$ cat src/include/bps_pkg.sv
package bps_pkg;

    // Configuration space byte offsets
    localparam logic [7:0] BPS_CMD_OFF = 8'h04;
    localparam logic [7:0] BPS_STATUS_OFF = 8'h06;
    localparam logic [7:0] BPS_REV_OFF = 8'h08;

    // Command word field positions and reset value
    localparam int BPS_CMD_PERR_RESP_BIT = 6;
    localparam int BPS_CMD_SERR_EN_BIT = 8;
    localparam logic [15:0] BPS_CMD_RESET = 16'h0000;

    // Status word field positions
    localparam int BPS_ST_DET_PERR_BIT = 15;
    localparam int BPS_ST_SIG_SERR_BIT = 14;
    localparam int BPS_ST_RCV_MABORT_BIT = 13;
    localparam int BPS_ST_RCV_TABORT_BIT = 12;
    localparam int BPS_ST_SIG_TABORT_BIT = 11;
    localparam int BPS_ST_DEVSEL_LO_BIT = 9;
    localparam int BPS_ST_DATA_PERR_BIT = 8;
    localparam int BPS_ST_FAST_B2B_BIT = 7;
    localparam int BPS_ST_USER_FEATURE_BIT = 6;
    localparam int BPS_ST_MHZ66_BIT = 5;
    localparam int BPS_ST_CAP_LIST_BIT = 4;

    // Hardwired status content
    localparam logic [1:0] BPS_ST_DEVSEL_MEDIUM = 2'h1;
    localparam logic BPS_ST_FAST_B2B_VAL = 1'b0;
    localparam logic BPS_ST_USER_FEATURE_VAL = 1'b0;
    localparam logic BPS_ST_MHZ66_VAL = 1'b0;
    localparam logic BPS_ST_CAP_LIST_VAL = 1'b1;
    localparam logic [3:0] BPS_ST_RESERVED_VAL = 4'h0;
    localparam logic [15:0] BPS_STATUS_RESET = 16'h0210;

    // Revision byte; value is arbitrary
    localparam logic [7:0] BPS_REV_DEFAULT = 8'h5A;

    // Pin synchroniser depth
    localparam int BPS_SYNC_STAGES = 3;

    // Configuration access request
    typedef struct packed {
        logic rd;
        logic wr;
        logic [7:0] addr;
        logic [3:0] be;
        logic [31:0] wdata;
    } bps_cfg_req_s;

    // Configuration access answer
    typedef struct packed {
        logic ack;
        logic [31:0] rdata;
    } bps_cfg_rsp_s;

    // Same-clock events from the bridge core
    typedef struct packed {
        logic parity_detected;
        logic serr_request;
        logic master_abort_rcvd;
        logic target_abort_rcvd;
        logic target_abort_sent;
        logic bus_master;
    } bps_evt_s;

endpackage

$ cat src/bps_pin_sync.sv
`timescale 1ns/1ps

module bps_pin_sync
    import bps_pkg::*;
#(
    parameter logic RESET_LEVEL = 1'b1
) (
    input wire logic i_clk,
    input wire logic i_reset,
    input wire logic i_pin,
    output logic o_level
);

    typedef struct packed {
        logic [BPS_SYNC_STAGES-1:0] ff;
        logic level;
    } bps_sync_s;

    bps_sync_s state_r;
    bps_sync_s state_nxt;

    // Stage 0 feeds only stage 1; the filter looks at stages 1 and 2
    always_comb begin
        state_nxt = state_r;
        state_nxt.ff = {state_r.ff[BPS_SYNC_STAGES-2:0], i_pin};
        if (state_r.ff[1] == state_r.ff[2]) begin
            state_nxt.level = state_r.ff[2];
        end
    end

    always_ff @(posedge i_clk) begin
        if (i_reset) begin
            state_r <= '{ff: {BPS_SYNC_STAGES{RESET_LEVEL}}, level: RESET_LEVEL};
        end else begin
            state_r <= state_nxt;
        end
    end

    assign o_level = state_r.level;

endmodule // bps_pin_sync

$ cat src/bps_status_regs.sv
`timescale 1ns/1ps

// Overview of operation
// - Writing one clears error flag; zero keeps.
// - Status word at 06h, resets to 0210h.
// - Bit 15 set on any detected parity error.
// - Bit 14 set on system error when enabled.
// - Bit 13 set on received master abort.
// - Bit 12 set on received target abort.
// - Bit 11 set when signalling target abort.
// - Bits 10-9 read constant 01b, medium timing.
// - Bit 8 needs parity line, mastership, response enable.
// - Bit 7 reads zero, no fast back-to-back.
// - Bit 6 reads zero, no user features.
// - Bit 5 reads zero, no 66 MHz.
// - Bit 4 reads one, capabilities list present.
// - Bits 3-0 reserved, read zero.
// - Revision byte at 08h, fixed read-only.
// - Command bit 8 enables system error driver.
// - Command bit 6 enables parity error response.
module bps_status_regs
    import bps_pkg::*;
#(
    parameter logic [7:0] REVISION = BPS_REV_DEFAULT
) (
    input wire logic i_clk,
    input wire logic i_reset,
    input wire bps_cfg_req_s i_cfg_req,
    output bps_cfg_rsp_s o_cfg_rsp,
    input wire bps_evt_s i_evt,
    input wire logic i_primary_parity_error_line_n,
    output logic o_serr_pin_out,
    output logic o_serr_pin_oe_n,
    output logic o_serr_enable,
    output logic o_parity_resp_enable,
    output logic [15:0] o_status
);

    typedef struct packed {
        logic serr_en;
        logic perr_resp;
        logic det_perr;
        logic sig_serr;
        logic rcv_mabort;
        logic rcv_tabort;
        logic sig_tabort;
        logic data_perr;
        logic serr_drive;
        logic ack;
        logic [31:0] rdata;
    } bps_state_s;

    bps_state_s state_r;
    bps_state_s state_nxt;

    logic perr_line_n;
    logic perr_asserted;
    logic cmd_hit;
    logic rev_hit;
    logic [15:0] status_word;
    logic [15:0] cmd_word;
    logic [15:0] clr_mask;
    logic wr_status;

    // Decode of the dword that holds a given byte offset
    function automatic logic dword_hit(input logic [7:0] addr, input logic [7:0] off);
        dword_hit = (addr[7:2] == off[7:2]);
    endfunction

    // Status word assembly from flags plus hardwired fields
    function automatic logic [15:0] build_status(input bps_state_s s);
        logic [15:0] w;
        w = 16'h0000;
        w[BPS_ST_DET_PERR_BIT] = s.det_perr;
        w[BPS_ST_SIG_SERR_BIT] = s.sig_serr;
        w[BPS_ST_RCV_MABORT_BIT] = s.rcv_mabort;
        w[BPS_ST_RCV_TABORT_BIT] = s.rcv_tabort;
        w[BPS_ST_SIG_TABORT_BIT] = s.sig_tabort;
        w[BPS_ST_DEVSEL_LO_BIT+1:BPS_ST_DEVSEL_LO_BIT] = BPS_ST_DEVSEL_MEDIUM;
        w[BPS_ST_DATA_PERR_BIT] = s.data_perr;
        w[BPS_ST_FAST_B2B_BIT] = BPS_ST_FAST_B2B_VAL;
        w[BPS_ST_USER_FEATURE_BIT] = BPS_ST_USER_FEATURE_VAL;
        w[BPS_ST_MHZ66_BIT] = BPS_ST_MHZ66_VAL;
        w[BPS_ST_CAP_LIST_BIT] = BPS_ST_CAP_LIST_VAL;
        w[3:0] = BPS_ST_RESERVED_VAL;
        build_status = w;
    endfunction

    // Parity line is an asynchronous pin, so it is filtered before use
    bps_pin_sync #(
        .RESET_LEVEL(1'b1)
    ) u_perr_sync (
        .i_clk(i_clk),
        .i_reset(i_reset),
        .i_pin(i_primary_parity_error_line_n),
        .o_level(perr_line_n)
    );

    assign perr_asserted = ~perr_line_n;
    assign cmd_hit = dword_hit(i_cfg_req.addr, BPS_CMD_OFF);
    assign rev_hit = dword_hit(i_cfg_req.addr, BPS_REV_OFF);
    assign status_word = build_status(state_r);

    always_comb begin
        cmd_word = BPS_CMD_RESET;
        cmd_word[BPS_CMD_PERR_RESP_BIT] = state_r.perr_resp;
        cmd_word[BPS_CMD_SERR_EN_BIT] = state_r.serr_en;
    end

    // Only the upper half of the command dword holds the status word
    assign wr_status = i_cfg_req.wr & cmd_hit;

    always_comb begin
        clr_mask = 16'h0000;
        if (wr_status) begin
            if (i_cfg_req.be[2]) begin
                clr_mask[7:0] = i_cfg_req.wdata[23:16];
            end
            if (i_cfg_req.be[3]) begin
                clr_mask[15:8] = i_cfg_req.wdata[31:24];
            end
        end
    end

    always_comb begin
        state_nxt = state_r;
        state_nxt.ack = i_cfg_req.rd | i_cfg_req.wr;

        // Command enables, byte-lane gated
        if (wr_status && i_cfg_req.be[0]) begin
            state_nxt.perr_resp = i_cfg_req.wdata[BPS_CMD_PERR_RESP_BIT];
        end
        if (wr_status && i_cfg_req.be[1]) begin
            state_nxt.serr_en = i_cfg_req.wdata[BPS_CMD_SERR_EN_BIT];
        end

        // System error driven only while its driver is enabled
        state_nxt.serr_drive = i_evt.serr_request & state_r.serr_en;

        // Clear first, then set, so a same-cycle event survives
        state_nxt.det_perr = state_r.det_perr & ~clr_mask[BPS_ST_DET_PERR_BIT];
        state_nxt.sig_serr = state_r.sig_serr & ~clr_mask[BPS_ST_SIG_SERR_BIT];
        state_nxt.rcv_mabort = state_r.rcv_mabort & ~clr_mask[BPS_ST_RCV_MABORT_BIT];
        state_nxt.rcv_tabort = state_r.rcv_tabort & ~clr_mask[BPS_ST_RCV_TABORT_BIT];
        state_nxt.sig_tabort = state_r.sig_tabort & ~clr_mask[BPS_ST_SIG_TABORT_BIT];
        state_nxt.data_perr = state_r.data_perr & ~clr_mask[BPS_ST_DATA_PERR_BIT];

        if (i_evt.parity_detected) begin
            state_nxt.det_perr = 1'b1;
        end
        if (state_r.serr_drive) begin
            state_nxt.sig_serr = 1'b1;
        end
        if (i_evt.master_abort_rcvd) begin
            state_nxt.rcv_mabort = 1'b1;
        end
        if (i_evt.target_abort_rcvd) begin
            state_nxt.rcv_tabort = 1'b1;
        end
        if (i_evt.target_abort_sent) begin
            state_nxt.sig_tabort = 1'b1;
        end
        if (perr_asserted && i_evt.bus_master && state_r.perr_resp) begin
            state_nxt.data_perr = 1'b1;
        end

        // Read data; unmapped dwords and write cycles return zero
        state_nxt.rdata = 32'h0000_0000;
        if (i_cfg_req.rd) begin
            if (cmd_hit) begin
                state_nxt.rdata = {status_word, cmd_word};
            end else if (rev_hit) begin
                state_nxt.rdata = {24'h00_0000, REVISION};
            end
        end
    end

    always_ff @(posedge i_clk) begin
        if (i_reset) begin
            state_r <= '0;
        end else begin
            state_r <= state_nxt;
        end
    end

    assign o_cfg_rsp = '{ack: state_r.ack, rdata: state_r.rdata};
    assign o_serr_pin_out = 1'b0;
    assign o_serr_pin_oe_n = ~state_r.serr_drive;
    assign o_serr_enable = state_r.serr_en;
    assign o_parity_resp_enable = state_r.perr_resp;
    assign o_status = status_word;

endmodule // bps_status_regs

$ cat config.mk
export PLATFORM = sky130hd
export DESIGN_NAME = bps_status_regs
export DESIGN_NICKNAME = d
export VERILOG_FILES = /design/src/include/bps_pkg.sv /design/src/bps_pin_sync.sv /design/src/bps_status_regs.sv
export SDC_FILE = /design/constraint.sdc
export NUM_CORES = 1
export LEC_CHECK = 0
export BUFFER_PORTS_ARGS = -buffer_cell sky130_fd_sc_hd__buf_2
export CORE_MARGIN = 4
export CORE_UTILIZATION = 37
export DETAILED_ROUTE_END_ITERATION = 10
export PLACE_DENSITY = 0.79
export SLEW_MARGIN = 25
export SYNTH_ARGS = -nofsm -noshare
export SYNTH_HDL_FRONTEND = slang
export SYNTH_SLANG_ARGS = --single-unit
$ cat constraint.sdc
create_clock -name i_clk -period 2.1 [get_ports i_clk]
set_clock_uncertainty 0.1 [all_clocks]
set_input_delay 0.42 -clock i_clk [delete_from_list [all_inputs] [get_ports i_clk]]
set_output_delay 0.42 -clock i_clk [all_outputs]
set_load 0.1 [all_outputs]
# Word level (Yosys, flattened, before mapping)
# Cells that the tools add are included.
# Widths: inputs -> output; s select.
totals:
  reg_bits: 46
  latchBits: 0
  mem_bits_rw: 0
  romBits: 0
  out_inout_bits: 53
  word_cells: 52
  n_memories: 0
classes:
  addsub: 0
  mul: 0
  n_div: 0
  magnitude_cmp: 0
  n_eq_ne: 3
  shift: 0
  muxes: 11
  bitwise: 18
  reduce_logical: 6
ops:
  columns: ["cell", "count"]
  rows:
  - ["$mux 32", 1]
  - ["$mux 16", 1]
  - ["$mux 8", 2]
  - ["$not 1->1", 9]
  - ["$and 1x1->1", 8]
  - ["$mux 7", 1]
  - ["$eq 6x1->1 const B", 1]
  - ["$eq 6x2->1 const B", 1]
  - ["$mux 1", 6]
  - ["$logic_and 1x1->1", 4]
  - ["$reduce_or 3->1", 1]
  - ["$reduce_or 2->1", 1]
  - ["$eq 1x1->1", 1]
  - ["$or 1x1->1", 1]

# Longest topological paths before layout
# Gate-level depths: netlist of run 1.
logic_depth:
  word_depth: 6
  depth_mapped: 4
  mapped_depth_nobuf: 3

# By module
# From an unflattened synthesis of run 1, not the netlist that was laid out.
hier_totals:
  cells_unflattened: 133
  area_unflattened_um2: 1214.9
modules_own_cells:
  columns: ["module", "n_inst", "cells_per_inst", "area_per_inst_um2"]
  rows:
  - ["bps_status_regs", 1, 123, 1099.8]
  - ["bps_pin_sync", 1, 10, 115.1]

# Least setup slack after synthesis of run 1
# OpenSTA, ideal clock, no wires.
synth_timing:
  kind: "input-to-reg"
  from: "in i_cfg_req[43] (netlist name)"
  to: "reg state_r (netlist bit o_parity_resp_enable)"
  t_arrival_ns: 1.656
  setup_slack_ns: 0.274
  stages: 4
  path_buffers: 1
  cell_sequence: "or4_4 buf_6 or4_1 a21oi_1"
synth_via:
  elab_chain_cells: 3
synth_rtl:
  columns: ["item", "line", "text"]
  rows:
  - ["from (decl)", "bps_status_regs.sv:28", "input wire bps_cfg_req_s i_cfg_req,"]
  - ["$eq 6x1->1", "bps_status_regs.sv:67", "dword_hit = (addr[7:2] == off[7:2]);"]
  - ["$and 1x1->1", "bps_status_regs.sv:111", "assign wr_status = i_cfg_req.wr & cmd_hit;"]
  - ["$logic_and 1x1->1", "bps_status_regs.sv:130", "if (wr_status && i_cfg_req.be[0]) begin"]
  - ["to (signal assigned)", "bps_status_regs.sv:182", "state_r <= state_nxt;"]
  - ["to (decl)", "bps_status_regs.sv:53", "bps_state_s state_r;"]
# Every way passes these cells.
# A chain may end at the register's enable or synchronous reset.

# Worst setup path after layout of run 1
layout_timing:
  from: "reg state_r (netlist bit o_serr_enable)"
  to: "out o_serr_enable"
layout_lines:
  columns: ["item", "line", "text"]
  rows:
  - ["to (decl)", "bps_status_regs.sv:34", "output logic o_serr_enable,"]
# No word-level cell between the ends.

==> impl_metrics.tcl, run 1 <==
set metrics [dict create \
    outcome "finished, final reports clean" \
    worstPathRequired_ns 1.58 \
    end_kind "output port" \
    power_density_nw_per_um2 870 \
    initial_core_util_pct 39.5 \
    drt_iter0_drc 20 \
    fin_cells 211 \
    crit_chain "buf_2" \
    cts_tree "done" \
    die_x_um 65.5 \
    wl_per_cell_um 9.94 \
    track_usage_pct 9.71 \
    vias 831 \
    clock.fmax_ghz 0.595 \
    ys_seq_area_share_pct 39.2 \
    drc 0 \
    p_total_w 0.00114 \
    die_h_um 65.5 \
    slowest_stage "buf_2" \
    leakage_nw 0.699 \
    crit_path_start_kind "flop" \
    root_buffer "clkbuf_4" \
    dpl.cell_count 207 \
    die_area_um2 4290 \
    hold_class "in2reg" \
    rows 20 \
    path_delay_family "buffers and inverters" \
    yosysWarnings 0 \
    period_minus_slack_ns 1.68 \
    io_buffers 50 \
    htreeDepth 1 \
    final_antenna_net_count 0 \
    ys_types 25 \
    path_buf_inv 1 \
    wl_mm 2.10 \
    ir_drop_uv 234 \
    area_delta_synth_final_pct 7.15 \
    arrival_ns 1.16 \
    hold_violations 0 \
    place_hpwl_mm 1.76 \
    first_global_vias 719 \
    grt_pass1_wl_mm 3.14 \
    cts-buffers-inserted 3 \
    gp_congestion 0.748 \
    setup_violations 0 \
    grt_max_degree 18 \
    drv_cap 0 \
    synth_seq_cells 24 \
    post_cts_buffers 0 \
    setup_tns_ns 0 \
    clk_latency_ns 0.31 \
    drtPass1Iterations 4 \
    cts_resized 0 \
    cts.sinks 24 \
    boundaryPins 108 \
    cts_buffer_depth 2 \
    period_share_pct 80.1 \
    synth_cells 135 \
    vias_per_cell 3.94 \
    path_class "reg2out" \
    nNetsFinal 223 \
    grt_setup_unrepaired "no" \
    core_area_um2 3100 \
    path_max_fanout 4 \
    max_stage_delay_ns 0.45 \
    hold_buffers 0 \
    antenna_cells 0 \
    path_clk_slew_ns 0.13 \
    antenna_found_initial 0 \
    drv_slew 0 \
    syn_area_per_cell_um2 9.07 \
    overflow 0 \
    layout-drive-gt1-share_pct 37.1 \
    synthesis.area_um2 1220 \
]
layout make-up:
type / count / area, µm²
clock buffer: 3 / 22.5
clock inverter: 1 / 30.0
sequential: 24 / 480
fill: 345 / 1790
tap: 44 / 55.1
timing repair buffer: 52 / 265
inverter: 8 / 30.0
multi-input combinational: 79 / 429
stage by stage:
step	utilization (%)	cell area [µm²]	setup slack [ns]	hold slack, ns
2_1_floorplan	-	1330	0.274	0.289
3_3_place_gp	40.6	1260	0.213	0.294
4_1_cts	42.3	1310	0.386	0.157
5_1_grt	42.3	1310	0.340	0.146
6_report	42.3	1310	0.419	0.169
3_5_place_dp	40.6	1260	0.210	0.308
placed cells by master, fill, tap and decap left out:
| cell | Yosys | layout |
|---|---|---|
| dfxtp_1 | 24 | 24 |
| nor3_1 | 1 | 1 |
| inv_1 | 8 | 8 |
| bufinv_16 | 0 | 1 |
| and2_1 | 6 | 6 |
| o31ai_1 | 2 | 2 |
| o21bai_1 | 6 | 6 |
| nand2_1 | 3 | 3 |
| or4_4 | 1 | 1 |
| or2_2 | 3 | 3 |
| nand3b_1 | 2 | 2 |
| nor3_2 | 1 | 1 |
| buf_2 | 0 | 50 |
| nor4_2 | 1 | 1 |
| nor2_1 | 5 | 5 |
| a21oi_1 | 4 | 4 |
| nand2b_1 | 2 | 2 |
| conb_1 | 2 | 30 |
| a31oi_1 | 5 | 5 |
| buf_4 | 50 | 2 |
| clkbuf_4 | 0 | 3 |
| and3b_1 | 2 | 2 |
| or3_1 | 1 | 1 |
| a211oi_1 | 1 | 1 |
| or4_1 | 2 | 2 |
| nor2b_1 | 1 | 1 |
path summary, 6_finish.rpt:
check / start / cells after the start / slack (ns) / end
worst min register to register: u_perr_sync.state_nxt[2] / 1 / 0.33 / u_perr_sync.state_nxt[3]
worst max-delay path: o_serr_enable / 1 / 0.42 / o_serr_enable
worst max register to register: o_parity_resp_enable / 3 / 1.08 / o_status[8]
worst min-delay path: i_cfg_req[29] / 2 / 0.17 / o_status[13]
state kept, by name (all words and copies together), names as in the netlist:
signal / count
o_cfg_rsp: 11
o_parity_resp_enable: 1
o_serr_enable: 1
o_status: 6
state_r: 1
u_perr_sync.o_level: 1
u_perr_sync.state_nxt: 2
u_perr_sync.state_r: 1
synthesized netlist by cell type:
| master | count | area, µm² |
|---|---|---|
| nor2_1 | 5 | 18.8 |
| conb_1 | 2 | 7.51 |
| or4_1 | 2 | 15.0 |
| nor2b_1 | 1 | 6.26 |
| nand2b_1 | 2 | 12.5 |
| o21bai_1 | 6 | 45.0 |
| clkbuf_1 | 1 | 3.75 |
| dfxtp_1 | 24 | 480 |
| nand3b_1 | 2 | 15.0 |
| o31ai_1 | 2 | 15.0 |
| a21oi_1 | 4 | 20.0 |
| nor4_2 | 1 | 12.5 |
| or2_2 | 3 | 18.8 |
| a31oi_1 | 5 | 31.3 |
| and3b_1 | 2 | 17.5 |
| or3_1 | 1 | 6.26 |
| buf_6 | 1 | 11.3 |
| nor3_2 | 1 | 10.0 |
| buf_4 | 50 | 375 |
| inv_1 | 8 | 30.0 |
| or4_4 | 1 | 11.3 |
| and2_1 | 6 | 37.5 |
| a211oi_1 | 1 | 7.51 |
| nor3_1 | 1 | 5.00 |
| nand2_1 | 3 | 11.3 |
kinds of logic (layout without fill, tap and decap cells):
group	Yosys count	in the layout	synth area share [%]
other	2	30	0.613
buffers and inverters	60	64	34.3
AOI/OAI and AO/OA	18	18	9.70
and+or+nand+nor	31	31	16.1
DFF	24	24	39.2
report_power, final:
group          total (W)  switching [W]  internal, W
clock           0.000325       0.000133     0.000193
combinational   0.000348       0.000313    0.0000344
sequential      0.000469     0.00000424     0.000465
total            0.00114       0.000450     0.000692
per-layer routing:
metal	wire (µm)	part of all wire [%]	vias up	GRT usage [%]
li1	-	-	417	-
met1	798	38	369	10.5
met2	1060	51	43	16.3
met3	212	10	2	3.42
met4	27	1.3	0	5.44
met5	0	0	-	0
Power figures use the tool's default switching activity.
==> run 2: changes to the inputs <==
- CORE_UTILIZATION: 37 -> 34
- PLACE_DENSITY: 0.79 -> 0.76
- clock period: 2.1 -> 1.4 ns (I/O delays scaled with it)
==> run 2 against run 1 <==
  * The flow now finishes with violations (negative setup slack)
  * Worst setup slack lost 0.43 ns
  * Flip-flop and latch count is the same
  * Non-clock buffer count grew 6
  * Via count grew 2.2%
  * Utilization grew 8.3 points
  * Sequential share of layout area shrank 8.5 points
  * Power grew 57%
  * Cell area grew 32%
  * Die area grew 7.7%
  * Critical path depth grew 3
  * Critical path type is now in2reg
  * Largest power group unchanged
==> impl_metrics.tcl, run 2 (synthesized netlist as in run 1, its figures left out) <==
set metrics [dict create \
    grt_setup_unrepaired "yes" \
    violations "negative setup slack" \
    cts.sinks 24 \
    met3_usage_pct 1.48 \
    antenna_cells 0 \
    crit_path_start_kind "input pin" \
    power_density_nw_per_um2 1040 \
    track_usage_pct 10.1 \
    core_area_um2 3420 \
    met2_usage_pct 17.9 \
    fillers 329 \
    setup_ws_ns -0.0102 \
    clk_latency_ns 0.32 \
    gr-usage-met1_pct 10.9 \
    drtPass1Iterations 3 \
    end_kind "flop" \
    drv_slew 0 \
    setup_tns_ns -0.0102 \
    grt_max_degree 15 \
    initial_core_util_pct 35.9 \
    period_minus_slack_ns 1.41 \
    vias 849 \
    arrival_ns 1.58 \
    cts_buffer_depth 2 \
    path_clk_slew_ns 0.14 \
    path_class "in2reg" \
    root_buffer "clkbuf_4" \
    place_hpwl_mm 2.01 \
    dpl_cell_area_um2 1590 \
    drc 0 \
    gp_congestion 0.730 \
    antenna_found_initial 0 \
    final_antenna_net_count 0 \
    die_area_um2 4630 \
    largest_reg_flops 11 \
    worstPathRequired_ns 1.57 \
    grt.busiest_layer "met2" \
    area_delta_synth_final_pct 41.1 \
    rows 21 \
    layout-drive-gt1-share_pct 41.6 \
    hold_class "in2reg" \
    cts-buffers-inserted 3 \
    fin_cells 219 \
    setup_violations 1 \
    nNetsFinal 229 \
    boundaryPins 108 \
    ir_drop_uv 469 \
    overflow 0 \
    htreeDepth 1 \
    clock.fmax_ghz 0.709 \
    first_global_vias 758 \
    outcome "finished with violations" \
    leakage_nw 0.809 \
    wl_mm 2.44 \
    vias_per_cell 3.88 \
    fin_area_um2 1730 \
    dpl.cell_count 211 \
    drt_iter0_drc 14 \
    die_h_um 68.0 \
    grt_pass1_wl_mm 3.36 \
    io_buffers 50 \
    hold_violations 0 \
    die_x_um 68.0 \
    cts_tree "done" \
    period_share_pct 101 \
    drv_cap 0 \
    layout_common_cells "conb_1 (30), buf_2 (26), buf_12 (22)" \
    path_max_fanout 6 \
    final_common_cell "conb_1" \
    wl_per_cell_um 11.1 \
]
==> run 2: cell count changes in the layout (fill, tap and decap cells not counted), sizes merged <==
cell / change
dlygate4sd3: +3
buf: +3
==> run 2: area by class of cell <==
cell class / instances / area, µm² / area share (%)
repair buffers: 58 / 657 / 38.0
flip-flops and latches: 24 / 485 / 28.1
multi-input cells: 79 / 445 / 25.8
well taps: 46 / 57.6 / 3.33
clock inverters: 1 / 30.0 / 1.74
inverters: 8 / 30.0 / 1.74
clock buffers: 3 / 22.5 / 1.30
==> run 2: layer usage <==
layer	vias up	routed length [µm]
met3	2	175
met2	39	1340
met5	-	0
li1	430	-
met1	378	895
met4	0	34
==> run 2: critical path, stage by stage <==
cell,delay [ns]
buf_6,0.09
or4_4,0.57
or4_1,0.51
a21oi_2,0.13
==> run 2: per-stage QoR <==
stage	power, W	util, %	setup WS [ns]	hold slack, ns
CTS	0.00180	49.1	0.00426	0.00834
detailed placement	0.00129	46.6	-0.372	0.303
floorplan	0.00126	-	-0.269	0.274
finish	0.00179	50.6	-0.0102	0.0189
global route	0.00187	50.6	-0.00629	0.000701
global placement	0.00128	46.6	-0.314	0.292
==> run 2: report_power, final <==
part | leakage [nW] | internal, W | switching (W)
clock network | 0.0279 | 0.000289 | 0.000216
registers | 0.198 | 0.000697 | 0.0000134
logic | 0.583 | 0.0000984 | 0.000476
==> run 2: timing repair <==
action / in CTS / in global routing
pin swaps: 1 / 0
setup endpoints to repair: 6 / 12
setup buffers: 1 / 0
gates resized for setup: 4 / 7
hold buffers: 0 / 3
endpoints found under the hold margin: 0 / 3
==> run 2: path summary, 6_finish.rpt <==
kind | from | to | slack [ns] | depth (start not counted)
min reg2reg | u_perr_sync.state_nxt[2] | u_perr_sync.state_nxt[3] | 0.33 | 1
max reg2reg | o_parity_resp_enable | o_status[8] | 0.36 | 3
min | i_cfg_req[27] | o_status[11] | 0.02 | 2
max | i_cfg_req[40] | o_parity_resp_enable | -0.01 | 4
==> run 3: changes to the inputs <==
- CORE_MARGIN: 4 -> 5
==> run 3 against run 2 <==
  * The run still ends with negative setup slack left
  * Critical path depth unchanged
  * Sequential power about the same
  * Cell count decreased by 0.46%
  * Clock power decreased by 30%
  * Fmax decreased by 1.7%
  * First-iteration DRC count decreased by 21%
  * Utilization decreased by 0.51 points
  * Flip-flop and latch count unchanged
  * Cell area decreased by 1.0%
  * Routed wire length increased by 2.4%
  * Combinational power decreased by 0.7%
  * Count of clock-buffer cells in the layout increased by 1
  * Critical endpoint is now o_serr_enable
==> impl_metrics.tcl, run 3 (synthesized netlist as in run 1, its figures left out) <==
set metrics [dict create \
    die_h_um 70.0 \
    core_area_um2 3420 \
    period_minus_slack_ns 1.44 \
    wl_mm 2.50 \
    grt.busiest_layer "met2" \
    layout_common_cells "conb_1 (30), buf_2 (26), buf_12 (23)" \
    fin_area_um2 1710 \
    grt_setup_unrepaired "yes" \
    drtPass1Iterations 3 \
    hold_class "in2reg" \
    cts.sinks 24 \
    htreeDepth 1 \
    leakage_nw 0.797 \
    path_class "in2reg" \
    grt_max_degree 14 \
    vias 841 \
    p_seq_share_pct 43.5 \
    layout-drive-gt1-share_pct 41.9 \
    hold_buffers 0 \
    vias_per_cell 3.86 \
    nNetsFinal 228 \
    worstPathRequired_ns 1.54 \
    root_buffer "clkbuf_4" \
    largest_reg_flops 11 \
    setup_ws_ns -0.0351 \
    final_common_cell "conb_1" \
    met2_usage_pct 18.6 \
    drv_cap 0 \
    met3_usage_pct 1.43 \
    final_antenna_net_count 0 \
    hold_violations 0 \
    violations "negative setup slack" \
    io_buffers 50 \
    die_area_um2 4900 \
    clockPowerShare_pct 21.5 \
    place_hpwl_mm 2.14 \
    drv_slew 0 \
    crit_path_start_kind "input pin" \
    grt_pass1_wl_mm 3.59 \
    initial_core_util_pct 35.9 \
    cts-buffers-inserted 3 \
    power_density_nw_per_um2 955 \
    combPwrFrac_pct 34.9 \
    path_max_fanout 7 \
    outcome "finished with violations" \
    rows 21 \
    wl_per_cell_um 11.5 \
    period_share_pct 103 \
    clock.fmax_ghz 0.697 \
    area_delta_synth_final_pct 39.6 \
    end_kind "flop" \
    switching_share_pct 41.8 \
    intPower_w 0.000950 \
    dpl_cell_area_um2 1650 \
    gp_congestion 0.787 \
    die_x_um 70.0 \
    gr-usage-met1_pct 9.38 \
    drc 0 \
    track_usage_pct 9.49 \
    fillers 320 \
    antenna_found_initial 0 \
    arrival_ns 1.58 \
    setup_violations 2 \
    hold_ws_ns 0.0375 \
    boundaryPins 108 \
    drt_iter0_drc 11 \
    cts_tree "done" \
    path_clk_slew_ns 0.13 \
    cts_buffer_depth 2 \
    first_global_vias 759 \
    antenna_cells 0 \
    clk_latency_ns 0.30 \
    overflow 0 \
    ir_drop_uv 519 \
    p_sw_w 0.000683 \
]
==> run 3: what timing repair did <==
item,CTS,global route
pin swaps,1,0
endpoints found under the setup margin,5,9
resized for setup,4,3
setup buffers,0,0
==> run 3: path summary, 6_finish.rpt <==
check        cells past startpoint                  endpoint                startpoint  slack [ns]
min                              2              o_status[15]             i_cfg_req[31]        0.04
max reg2reg                      3               o_status[8]      o_parity_resp_enable        0.33
min reg2reg                      1  u_perr_sync.state_nxt[3]  u_perr_sync.state_nxt[2]        0.33
max                              4             o_serr_enable             i_cfg_req[40]       -0.04
==> run 3: layout make-up <==
class,instances,area (µm²),share of cell area [%]
clock buffer,4,36.3,2.12
tap,46,57.6,3.37
inverter,8,30.0,1.76
timing repair buffer,57,654,38.3
sequential,24,483,28.2
multi-input combinational,79,449,26.3
==> run 3: routing by layer <==
| layer | routed length, µm | vias to the layer above |
|---|---|---|
| met2 | 1390 | 41 |
| li1 | - | 432 |
| met5 | 0 | - |
| met1 | 898 | 366 |
| met3 | 174 | 2 |
| met4 | 36 | 0 |
==> run 3: stage by stage <==
stage | instances | utilization (%) | setup TNS (ns) | setup slack [ns] | total power [W]
final | 218 | 50.1 | -0.0521 | -0.0351 | 0.00163
after global routing | 218 | 50.1 | -0.131 | -0.0552 | 0.00171
after CTS | 218 | 49.7 | -0.00652 | -0.00652 | 0.00165
after detailed placement | 214 | 48.2 | -4.51 | -0.349 | 0.00129
after global placement | 214 | 48.2 | -4.10 | -0.304 | 0.00129
after floorplan | 163 | - | -2.47 | -0.269 | 0.00126
==> run 3: power by group through the flow <==
stage	clock network [W]	logic, W	registers (W)
global route	0.000406	0.000586	0.000714
finish	0.000352	0.000571	0.000711
CTS	0.000369	0.000567	0.000712
floorplan	0	0.000544	0.000719
global placement	0	0.000561	0.000726
detailed placement	0	0.000565	0.000727
==> run 3: worst max-delay path, cell delays in order <==
cell,delay [ns]
buf_6,0.09
or4_4,0.57
or4_4,0.50
a21oi_2,0.14
